$ cat config.mk
export PLATFORM = sky130hd
export DESIGN_NAME = servo_status_outputs
export DESIGN_NICKNAME = d
export VERILOG_FILES = /design/src/servo_status_pkg.sv /design/src/servo_status_outputs.sv
export SDC_FILE = /design/constraint.sdc
export NUM_CORES = 1
export LEC_CHECK = 0
export BUFFER_PORTS_ARGS = -buffer_cell sky130_fd_sc_hd__buf_2
export CAP_MARGIN = 20
export CORE_AREA = 8 8 91 93
export CTS_CLUSTER_DIAMETER = 80
export DETAILED_ROUTE_END_ITERATION = 8
export DIE_AREA = 0 0 99 101
export PLACE_DENSITY = 0.92
export SYNTH_ARGS = -nofsm -noshare
export SYNTH_HDL_FRONTEND = slang
export SYNTH_SLANG_ARGS = --single-unit
export TNS_END_PERCENT = 30
$ cat constraint.sdc
create_clock -name clk -period 1.6 [get_ports clk]
set_input_delay 0.32 -clock clk [delete_from_list [all_inputs] [get_ports clk]]
set_output_delay 0.32 -clock clk [all_outputs]
set_load 0.1 [all_outputs]
$ cat src/servo_status_pkg.sv
// Package of constants and carrier types for the servo status output block.
package servo_status_pkg;

    // ------------------------------------------------------------------
    // Widths and thresholds
    // ------------------------------------------------------------------
    localparam int DROOP_W = 24;
    localparam int SPEED_W = 16;
    localparam int SPEED_LOW_RPM = 20;               // Commanded speed at or below this keeps speed reached on while the servo is on.
    localparam logic [SPEED_W-1:0] SPEED_LOW_LIMIT = 16'h0014;
    localparam logic [SPEED_W-1:0] SPEED_TOL_RESET = 16'h000a;  // Default approach tolerance.
    localparam logic [DROOP_W-1:0] WINDOW_RESET = 24'h000064;   // Default position window.

    // Output assignment slots: index into the slot map.
    localparam int SLOT_N = 3;
    localparam logic [1:0] SEL_NONE = 2'h0;
    localparam logic [1:0] SEL_READY = 2'h1;
    localparam logic [1:0] SEL_BRAKE = 2'h2;
    localparam logic [1:0] SEL_SPEED = 2'h3;

    // Control loop mode.
    typedef enum logic [1:0] {
        MODE_POSITION = 2'h1,
        MODE_SPEED = 2'h2
    } loop_mode_type;

    // Drive state sampled each control cycle.
    typedef struct packed {
        logic servo_on;
        logic able;
        logic brake_needed;
        loop_mode_type mode;
        logic signed [DROOP_W-1:0] droop;
        logic signed [SPEED_W-1:0] speed_meas;
        logic signed [SPEED_W-1:0] speed_cmd;
    } drive_state_type;

    // Configuration held by software.
    typedef struct packed {
        logic [DROOP_W-1:0] position_window_param;
        logic [SPEED_W-1:0] speed_tol;
        logic [SLOT_N-1:0][1:0] slot_sel;
    } status_cfg_type;

endpackage

$ cat src/servo_status_outputs.sv
// Status outputs of a servo drive: in-position, ready, brake interlock, speed reached.
`timescale 1ns/1ps

module servo_status_outputs
    import servo_status_pkg::*;
(
    input wire logic clk,
    input wire logic rst_b,
    input wire logic clk_en,
    input wire logic update,
    input servo_status_pkg::drive_state_type drive,
    input servo_status_pkg::status_cfg_type cfg,
    output logic in_position_flag,
    output logic in_position_valid,
    output logic ready_flag,
    output logic brake_interlock_out,
    output logic speed_reached_flag,
    output logic speed_reached_valid,
    output logic [servo_status_pkg::SLOT_N-1:0] slot_out,
    output logic [servo_status_pkg::SLOT_N-1:0] slot_used
);
    import servo_status_pkg::*;

    // ------------------------------------------------------------------
    // Combinational derivation
    // ------------------------------------------------------------------
    logic [DROOP_W-1:0] droop_abs;
    logic [SPEED_W-1:0] cmd_abs;
    logic [SPEED_W-1:0] err_abs;
    logic signed [SPEED_W:0] err_raw;
    logic servo_on_d_r;
    logic inp_nxt;
    logic sa_nxt;
    logic rd_nxt;
    logic db_nxt;

    // Magnitudes; the window is symmetric so sign does not matter.
    always_comb begin
        droop_abs = drive.droop[DROOP_W-1] ? DROOP_W'(-drive.droop) : drive.droop;
        cmd_abs = drive.speed_cmd[SPEED_W-1] ? SPEED_W'(-drive.speed_cmd) : drive.speed_cmd;
        err_raw = (SPEED_W+1)'(drive.speed_meas) - (SPEED_W+1)'(drive.speed_cmd);
        err_abs = err_raw[SPEED_W] ? SPEED_W'(-err_raw) : err_raw[SPEED_W-1:0];
    end

    // A wider window naturally keeps slow-rolling droop inside it.
    always_comb begin
        inp_nxt = 1'b0;
        if (drive.servo_on && !servo_on_d_r) begin
            inp_nxt = 1'b1;
        end else if (drive.servo_on) begin
            inp_nxt = (droop_abs <= cfg.position_window_param);
        end
    end

    // Speed reached logic; servo off wins over everything.
    always_comb begin
        sa_nxt = 1'b0;
        if (drive.servo_on) begin
            if (cmd_abs <= SPEED_LOW_LIMIT) begin
                sa_nxt = 1'b1;
            end else begin
                sa_nxt = (err_abs <= cfg.speed_tol);
            end
        end
    end

    assign rd_nxt = drive.servo_on && drive.able;
    assign db_nxt = !drive.brake_needed;

    // ------------------------------------------------------------------
    // Registered outputs, one update per control cycle
    // ------------------------------------------------------------------
    // Servo-on history for edge detection.
    always_ff @(posedge clk or negedge rst_b) begin
        if (!rst_b) begin
            servo_on_d_r <= 1'b0;
        end else if (clk_en && update) begin
            servo_on_d_r <= drive.servo_on;
        end
    end

    // Status levels hold between updates.
    always_ff @(posedge clk or negedge rst_b) begin
        if (!rst_b) begin
            in_position_flag <= 1'b0;
            ready_flag <= 1'b0;
            brake_interlock_out <= 1'b0;   // Safe default: braking applies until first update.
            speed_reached_flag <= 1'b0;
        end else if (clk_en && update) begin
            in_position_flag <= inp_nxt;
            ready_flag <= rd_nxt;
            brake_interlock_out <= db_nxt;
            speed_reached_flag <= sa_nxt;
        end
    end

    // Mode validity: a flag without meaning in the current loop is marked unusable.
    always_ff @(posedge clk or negedge rst_b) begin
        if (!rst_b) begin
            in_position_valid <= 1'b0;
            speed_reached_valid <= 1'b0;
        end else if (clk_en && update) begin
            in_position_valid <= (drive.mode != MODE_SPEED);
            speed_reached_valid <= (drive.mode != MODE_POSITION);
        end
    end

    // ------------------------------------------------------------------
    // Output assignment slots
    // ------------------------------------------------------------------
    // An unmapped or invalid selection leaves the slot low and unused.
    genvar g;
    generate
        for (g = 0; g < SLOT_N; g++) begin : gen_slot
            always_ff @(posedge clk or negedge rst_b) begin
                if (!rst_b) begin
                    slot_out[g] <= 1'b0;
                    slot_used[g] <= 1'b0;
                end else if (clk_en && update) begin
                    case (cfg.slot_sel[g])
                        SEL_READY: begin
                            slot_out[g] <= rd_nxt;
                            slot_used[g] <= 1'b1;
                        end
                        SEL_BRAKE: begin
                            slot_out[g] <= db_nxt;
                            slot_used[g] <= 1'b1;
                        end
                        SEL_SPEED: begin
                            slot_out[g] <= sa_nxt && (drive.mode != MODE_POSITION);
                            slot_used[g] <= (drive.mode != MODE_POSITION);
                        end
                        default: begin
                            slot_out[g] <= 1'b0;
                            slot_used[g] <= 1'b0;
                        end
                    endcase
                end
            end
        end
    endgenerate

    // ------------------------------------------------------------------
    // Assertions
    // ------------------------------------------------------------------
    a_ready_cause: assert property (@(posedge clk) disable iff (!rst_b)
        (clk_en && update) |=> (ready_flag == $past(drive.servo_on && drive.able)))
        else $error("ready flag does not follow servo-on and able");
    a_brake_inverse: assert property (@(posedge clk) disable iff (!rst_b)
        (clk_en && update) |=> (brake_interlock_out == !$past(drive.brake_needed)))
        else $error("brake interlock not inverse of brake need");
    a_speed_servo_off: assert property (@(posedge clk) disable iff (!rst_b)
        (clk_en && update && !drive.servo_on) |=> !speed_reached_flag)
        else $error("speed reached set while servo off");
    a_speed_low_cmd: assert property (@(posedge clk) disable iff (!rst_b)
        (clk_en && update && drive.servo_on && cmd_abs <= SPEED_LOW_LIMIT) |=> speed_reached_flag)
        else $error("speed reached not forced at low command");
    a_speed_near: assert property (@(posedge clk) disable iff (!rst_b)
        (clk_en && update && drive.servo_on && cmd_abs > SPEED_LOW_LIMIT) |=>
        (speed_reached_flag == ($past(err_abs) <= $past(cfg.speed_tol))))
        else $error("speed reached disagrees with speed error");
    a_inp_servo_on: assert property (@(posedge clk) disable iff (!rst_b)
        (clk_en && update && drive.servo_on && !servo_on_d_r) |=> in_position_flag)
        else $error("in-position not set on servo-on");
    a_inp_window: assert property (@(posedge clk) disable iff (!rst_b)
        (clk_en && update && drive.servo_on && servo_on_d_r) |=>
        (in_position_flag == ($past(droop_abs) <= $past(cfg.position_window_param))))
        else $error("in-position disagrees with droop window");
    a_inp_mode: assert property (@(posedge clk) disable iff (!rst_b)
        (clk_en && update && drive.mode == MODE_SPEED) |=> !in_position_valid)
        else $error("in-position offered in speed loop");
    a_sa_mode: assert property (@(posedge clk) disable iff (!rst_b)
        (clk_en && update && drive.mode == MODE_POSITION) |=> !speed_reached_valid)
        else $error("speed reached offered in position loop");
    a_slot_unmapped: assert property (@(posedge clk) disable iff (!rst_b)
        (clk_en && update && cfg.slot_sel[0] == SEL_NONE) |=> (!slot_out[0] && !slot_used[0]))
        else $error("unmapped slot driven");
    a_hold_level: assert property (@(posedge clk) disable iff (!rst_b)
        !(clk_en && update) |=> $stable(ready_flag) && $stable(speed_reached_flag))
        else $error("status changed without update");

    // With the servo off there is no droop to judge, so in-position must drop.
    a_inp_servo_off: assert property (@(posedge clk) disable iff (!rst_b)
        (clk_en && update && !drive.servo_on) |=> !in_position_flag)
        else $error("in-position set while servo off");

    // A slot mapped to the brake interlock must carry the same level as the dedicated output.
    a_slot_brake: assert property (@(posedge clk) disable iff (!rst_b)
        (clk_en && update && cfg.slot_sel[1] == SEL_BRAKE) |=>
        (slot_used[1] && (slot_out[1] == !$past(drive.brake_needed))))
        else $error("brake slot does not follow brake need");

    // Speed reached is withdrawn from its slot in the position loop, not just forced low.
    a_slot_speed_pos: assert property (@(posedge clk) disable iff (!rst_b)
        (clk_en && update && cfg.slot_sel[2] == SEL_SPEED && drive.mode == MODE_POSITION) |=>
        (!slot_used[2] && !slot_out[2]))
        else $error("speed slot offered in position loop");

    // A low clock enable freezes every registered output, whatever the strobe does.
    a_freeze_all: assert property (@(posedge clk) disable iff (!rst_b)
        !clk_en |=> ($stable(in_position_flag) && $stable(brake_interlock_out) && $stable(slot_out)))
        else $error("status changed while clock enable low");

    // ------------------------------------------------------------------
    // Coverage of the main scenarios
    // ------------------------------------------------------------------
    c_servo_on: cover property (@(posedge clk) disable iff (!rst_b) $rose(in_position_flag));
    c_slot_withdrawn: cover property (@(posedge clk) disable iff (!rst_b) $fell(slot_used[2]));
    c_speed_reach: cover property (@(posedge clk) disable iff (!rst_b) $rose(speed_reached_flag));
    c_brake_drop: cover property (@(posedge clk) disable iff (!rst_b) $fell(brake_interlock_out));
    c_slot_ready: cover property (@(posedge clk) disable iff (!rst_b) slot_used[0] && slot_out[0]);

endmodule

## Word-level counts from Yosys, hierarchy flattened

Index checks and enable logic that the tools add are counted.
Widths: inputs -> output; s select.

- Flip-flop bits (word level): 13
- Input port bits: 111
- Word-level logic and storage cells: 53

- Add/sub/neg operators: 4
- Magnitude comparators: 3
- Equality and inequality tests: 11
- Muxes and demuxes: 13
- Reduce and logical (&&, ||, !) cells: 9

Operators by type and width:

| cell | count |
|---|---|
| $mux 16 | 2 |
| $neg 16->16 | 2 |
| $le 24x24->1 | 1 |
| $mux 24 | 1 |
| $neg 24->24 | 1 |
| $sub 16x16->17 | 1 |
| $le 16x16->1 | 1 |
| $le 16x5->1 const B | 1 |
| $eq 2x2->1 const B | 6 |
| $pmux 1 s3 | 3 |
| $eq 2x1->1 const B | 3 |
| $pmux 1 s2 | 3 |
| $reduce_or 2->1 | 3 |
| $logic_and 1x1->1 | 4 |
| $mux 1 | 4 |
| $logic_not 1->1 | 2 |
| $ne 2x1->1 const B | 1 |
| $ne 2x2->1 const B | 1 |

## Depth between registers and ports, before layout

- Depth after elaboration: 8
- Depth in mapped cells: 21
- Gate-level depth less buffers: 20

## Worst setup path after synthesis

OpenSTA, ideal clock, no wires.

- Path kind: input to register
- From: input drive[16] in the netlist's numbering
- To: register slot_out[1] in the netlist's numbering
- Setup time: 0.099 ns
- Data arrival time: 4.099 ns
- Required time: 1.501 ns
- Slack: -2.598 ns
- Stages on the path: 19
- Cells stage by stage: inv_1 > ha_1 > fa_1 > nand2b_1 > a21oi_1 > o21ai_2 > o311a_2 > nand2b_4 > a31oi_4 > buf_4 > nor2_1 > xor2_1 > ha_1 > nand2_1 > or3_1 > nor4_1 > a21o_1 > o311ai_0 > a311oi_1

- Cells in the longest elaborated chain, start to end: 8

RTL lines:

| what | RTL line | source |
|---|---|---|
| start, declared | servo_status_outputs.sv:11 | `input servo_status_pkg::drive_state_type drive,` |
| $sub 16x16->17 * | servo_status_outputs.sv:41 | `err_raw = (SPEED_W+1)'(drive.speed_meas) - (SPEED_W+1)'(drive.speed_cmd);` |
| $neg 16->16 | servo_status_outputs.sv:42 | `err_abs = err_raw[SPEED_W] ? SPEED_W'(-err_raw) : err_raw[SPEED_W-1:0];` |
| $mux 16 * | servo_status_outputs.sv:42 |  |
| $le 16x16->1 * | servo_status_outputs.sv:62 | `sa_nxt = (err_abs <= cfg.speed_tol);` |
| $mux 1 * | servo_status_outputs.sv:59 | `if (cmd_abs <= SPEED_LOW_LIMIT) begin` |
| $mux 1 * | servo_status_outputs.sv:58 | `if (drive.servo_on) begin` |
| $logic_and 1x1->1 * | servo_status_outputs.sv:130 | `slot_out[g] <= sa_nxt && (drive.mode != MODE_POSITION);` |
| $pmux 1 s3 * | servo_status_outputs.sv:120 | `case (cfg.slot_sel[g])` |
| end signal, assigned by index | servo_status_outputs.sv:122 | `slot_out[g] <= rd_nxt;` |
| end signal, assigned by index | servo_status_outputs.sv:126 | `slot_out[g] <= db_nxt;` |
| end signal, assigned by index | servo_status_outputs.sv:130 |  |
| end, declared | servo_status_outputs.sv:19 | `output logic [servo_status_pkg::SLOT_N-1:0] slot_out,` |

Mark *: on every way between the ends. The rest lies on a longest branch, timed or not.
A chain may end at the register's enable or synchronous reset.

## Worst setup path in the final report

- From: input drive[4] in the netlist's numbering
- To: register slot_out[2] in the netlist's numbering

- Cells in the longest elaborated chain, start to end: 8

RTL lines:

| what | RTL line |
|---|---|
| $sub 16x16->17 | servo_status_outputs.sv:41 |
| $neg 16->16 | servo_status_outputs.sv:42 |
| $mux 16 | servo_status_outputs.sv:42 |
| $le 16x16->1 | servo_status_outputs.sv:62 |
| $mux 1 * | servo_status_outputs.sv:59 |
| $mux 1 * | servo_status_outputs.sv:58 |
| $logic_and 1x1->1 * | servo_status_outputs.sv:130 |
| $pmux 1 s3 * | servo_status_outputs.sv:120 |

Marks and branches as above.

==> impl_metrics.csv <==
group,metric,value,unit
outcome,run_status,"finished with violations",
outcome,violations,"design-rule violations, negative setup slack",
logic_synthesis,synthCells,514,
die,die_w,99,um
critical_path,cp_num_buf_inv,4,
logic_synthesis,syn-num-nets,697,
logic_synthesis,synth_common_cells,"72 x inv_1, 71 x ha_1, 37 x nand2_1",
logic_synthesis,synth_compound_area_share,26.4,%
final_layout,drive_above_1_share,41.5,%
sta,slew_viol_final,0,
sta,worst_pin_slew,0.708,ns
critical_path,slowest_delay,0.43,ns
sta,rsz0062_at_grt,"yes",
logic_synthesis,synth_top_cell_by_area,"ha_1",
global_route,grt_pass1_vias,5560,
cts,cts_root_buffer,"clkbuf_8",
critical_path,r2r_start,"slot_out[2]",
final_layout,final_nets,938,
critical_path,cp-start-kind,"input port",
critical_path,critPathMaxFanout,5,
logic_synthesis,yosysMostFrequentCell,"inv_1",
global_route,grt_usage,28.6,%
power,leakage,3.05,nW
cts,clkLatencyLatePin,0.25,ns
cts,cts-htree-levels,1,
final_layout,antennaDiodeCount,0,
critical_path,path_class,"input port to flop",
critical_path,rrSetupSlack,0.78,ns
global_route,grt_use_met1,26.2,%
logic_synthesis,yosysSeqAreaShare,8.39,%
placement,port_buffers,122,
power,power.total,3.62,mW
sta,min_period,4.28,ns
global_route,grt_util_met2,55.3,%
global_route,antenna_found_initial,0,
global_route,gr-total-overflow,0,
sta,fin_crit_sh,267,%
cts,clock-sinks,13,
critical_path,cp_slowest_cell,"or3_4",
routing,num_vias,5436,
critical_path,rr_endpoint,"slot_out[2]",
sta,finalHoldViolCount,0,
die,num_io_pins,123,
logic_synthesis,synthSimpleGateAreaFrac,22.1,%
sta,worst_slack,-2.68,ns
global_route,grt_pass1_wl,23900,um
placement,dp_slack,-2.75,ns
placement,hpwl,11800,um
logic_synthesis,synth_xor_area_share,9.91,%
logic_synthesis,yosys-top-cells-area,"ha_1 23%, dfrtp_1 8.4%, inv_1 7.0%",
logic_synthesis,synthArstFlopShare,100,%
worst_hold_path,hold_class,"input port to flop",
critical_path,crit_arrival,4.41,ns
critical_path,end_kind,"flop",
routing,dr.pass1.iters,9,
power,ir_drop,0.345,mV
logic_synthesis,synth_top_family_by_area,"compound AO/OA/AOI/OAI gates",
flow_run,maxCapViolCount,0,
die,start_util,55.8,%
logic_synthesis,yosys_warnings,0,
power,p_per_area,622,nW/um^2
cts,clock_path_buffers,2,
logic_synthesis,synth_edf_count,0,
die,core-area,6940,sq um
final_layout,area_growth,50.2,%
sta,skew,0.0000629,ns
cts,cts_buffers,3,
global_route,grt_max_degree,22,
final_layout,fill_cells,360,
logic_synthesis,synth_top_area_share,22.9,%
sta,setup_viol,5,
logic_synthesis,synth_fa_ha_area_share,23.4,%
routing,postRouteAntennaNets,0,
routing,wl_per_cell,20.8,um
global_route,grt-busiest-layer,"met2",
cts,tritoncts,"done",
critical_path,ff2ff_path_depth,2,
die,die_y,101,um
die,die-area,10000,sq um
critical_path,critical-path-top-delay-family,"simple AND/OR/NAND/NOR gates",
logic_synthesis,synth_ff_type,"dfrtp_1",
sta,max_freq,234,MHz
routing,drc,1,
logic_synthesis,syn_area_per_cell,7.54,sq um
logic_synthesis,synth_mux_area_share,1.65,%
placement,place_congestion,0.903,
routing,drt_wl_total,17400,um
critical_path,worst_ep_required_time,1.73,ns
sta,max_slew_margin,52.2,%
cts,clkSlewWorstSetupHoldPaths,0.06,ns
global_route,grt_use_met3,6.08,%
logic_synthesis,synthesis.area,3880,sq um
worst_hold_path,min_path_cells,2,
worst_hold_path,hp-start,"drive[58]",
routing,via_per_inst,6.50,
critical_path,cp_cell_sequence,"buf_2 -> inv_2 -> ha_4 -> a21o_1 -> or3_4 -> o221ai_1 -> buf_4 -> mux2i_1 -> nand2_1 -> buf_4 -> nor2_1 -> a21oi_2 -> xor2_1 -> ha_1 -> nand2_1 -> or3_4 -> nor4_4 -> a21o_1 -> o311ai_4 -> a311oi_1",
die,rows,31,
logic_synthesis,synth_seq_cells,13,
routing,dr.first_iter.drc_count,455,
worst_hold_path,min_to,"brake_interlock_out",
logic_synthesis,synth_cell_types,73,
through the flow:
stage          setup TNS [ns]  std cells  utilization [%]  hold slack, ns  area [sq um]
2_1_floorplan          -10.89        514                -          0.0244          3950
3_3_place_gp           -11.73        828             79.5           0.215          5520
3_5_place_dp           -12.70        828             79.5           0.223          5520
4_1_cts                -10.70        834             81.5           0.281          5660
5_1_grt                -12.81        836             83.9           0.304          5820
6_report               -12.14        836             83.9           0.282          5820
timing repair:
action                                  4_1_cts  5_1_grt
resized for setup                            13       26
endpoints found under the setup margin        5        5
buffers inserted                              1        2
pin swaps                                     6        9
endpoints found under the hold margin        13        0
hold buffers                                  1        0
worst register-to-register path, cell delays in order, from the launching register on:
cell and delay (ns):
dfrtp_1 0.35, a21oi_1 0.09, a311oi_1 0.27
power by group:
part	internal [mW]	total, mW	leakage, nW	switching, mW
clock	0.176	0.302	0.0228	0.126
combinational	1.21	2.91	2.87	1.70
sequential	0.378	0.406	0.160	0.0283
total	1.77	3.62	3.05	1.86
cell families (layout without fill, tap and decap cells):
| family | after synthesis | count (layout) |
|---|---|---|
| multiplexers | 6 | 6 |
| buffers and inverters | 81 | 321 |
| AO/OA/AOI/OAI | 147 | 147 |
| flip-flops | 13 | 13 |
| XOR/XNOR | 43 | 43 |
| AND/OR/NAND/NOR | 152 | 152 |
| adder cells (fa/ha/maj) | 72 | 72 |
placed cells by master (no fill, tap or decap), types with 12 or more instances in the layout:
cell and count:
a21o_1 12, a21oi_1 32, buf_2 122, buf_4 120
dfrtp_1 13, ha_1 66, inv_1 70, nand2_1 37
nor2_1 26, o21ai_0 25, xnor2_1 29
flip-flops by register name (all words and copies together), names as in the netlist:
register	flops
speed_reached_flag	1
in_position_valid	1
speed_reached_valid	1
ready_flag	1
servo_on_d_r	1
slot_used	3
in_position_flag	1
brake_interlock_out	1
slot_out	3
metal layers:
layer  vias to the layer above  part of all wire, %
met5                         -                    0
met4                         0                  9.5
met3                       182                  9.9
met2                       482                   48
met1                      2423                   32
li1                       2349                    -
final cells by class:
cell class	count	area (sq um)	area share [%]
Multi-Input combinational cell	420	3520	60.4
Clock buffer	4	45.0	0.774
Inverter	72	270	4.64
Sequential cell	13	325	5.59
Tap cell	82	103	1.76
Timing Repair Buffer	245	1560	26.8
how the worst max path moves through the flow:
stage | endpoint | start | slack, ns | cells after the start
2_1_floorplan | slot_out[1] | drive[16] | -2.40 | 18
3_3_place_gp | slot_out[1] | drive[0] | -2.52 | 20
3_5_place_dp | slot_out[1] | drive[0] | -2.75 | 20
4_1_cts | slot_out[1] | drive[0] | -2.33 | 19
5_1_grt | slot_out[2] | drive[0] | -2.76 | 19
6_report | slot_out[2] | drive[4] | -2.68 | 20
No activity file was read; power rests on OpenSTA's default activity.
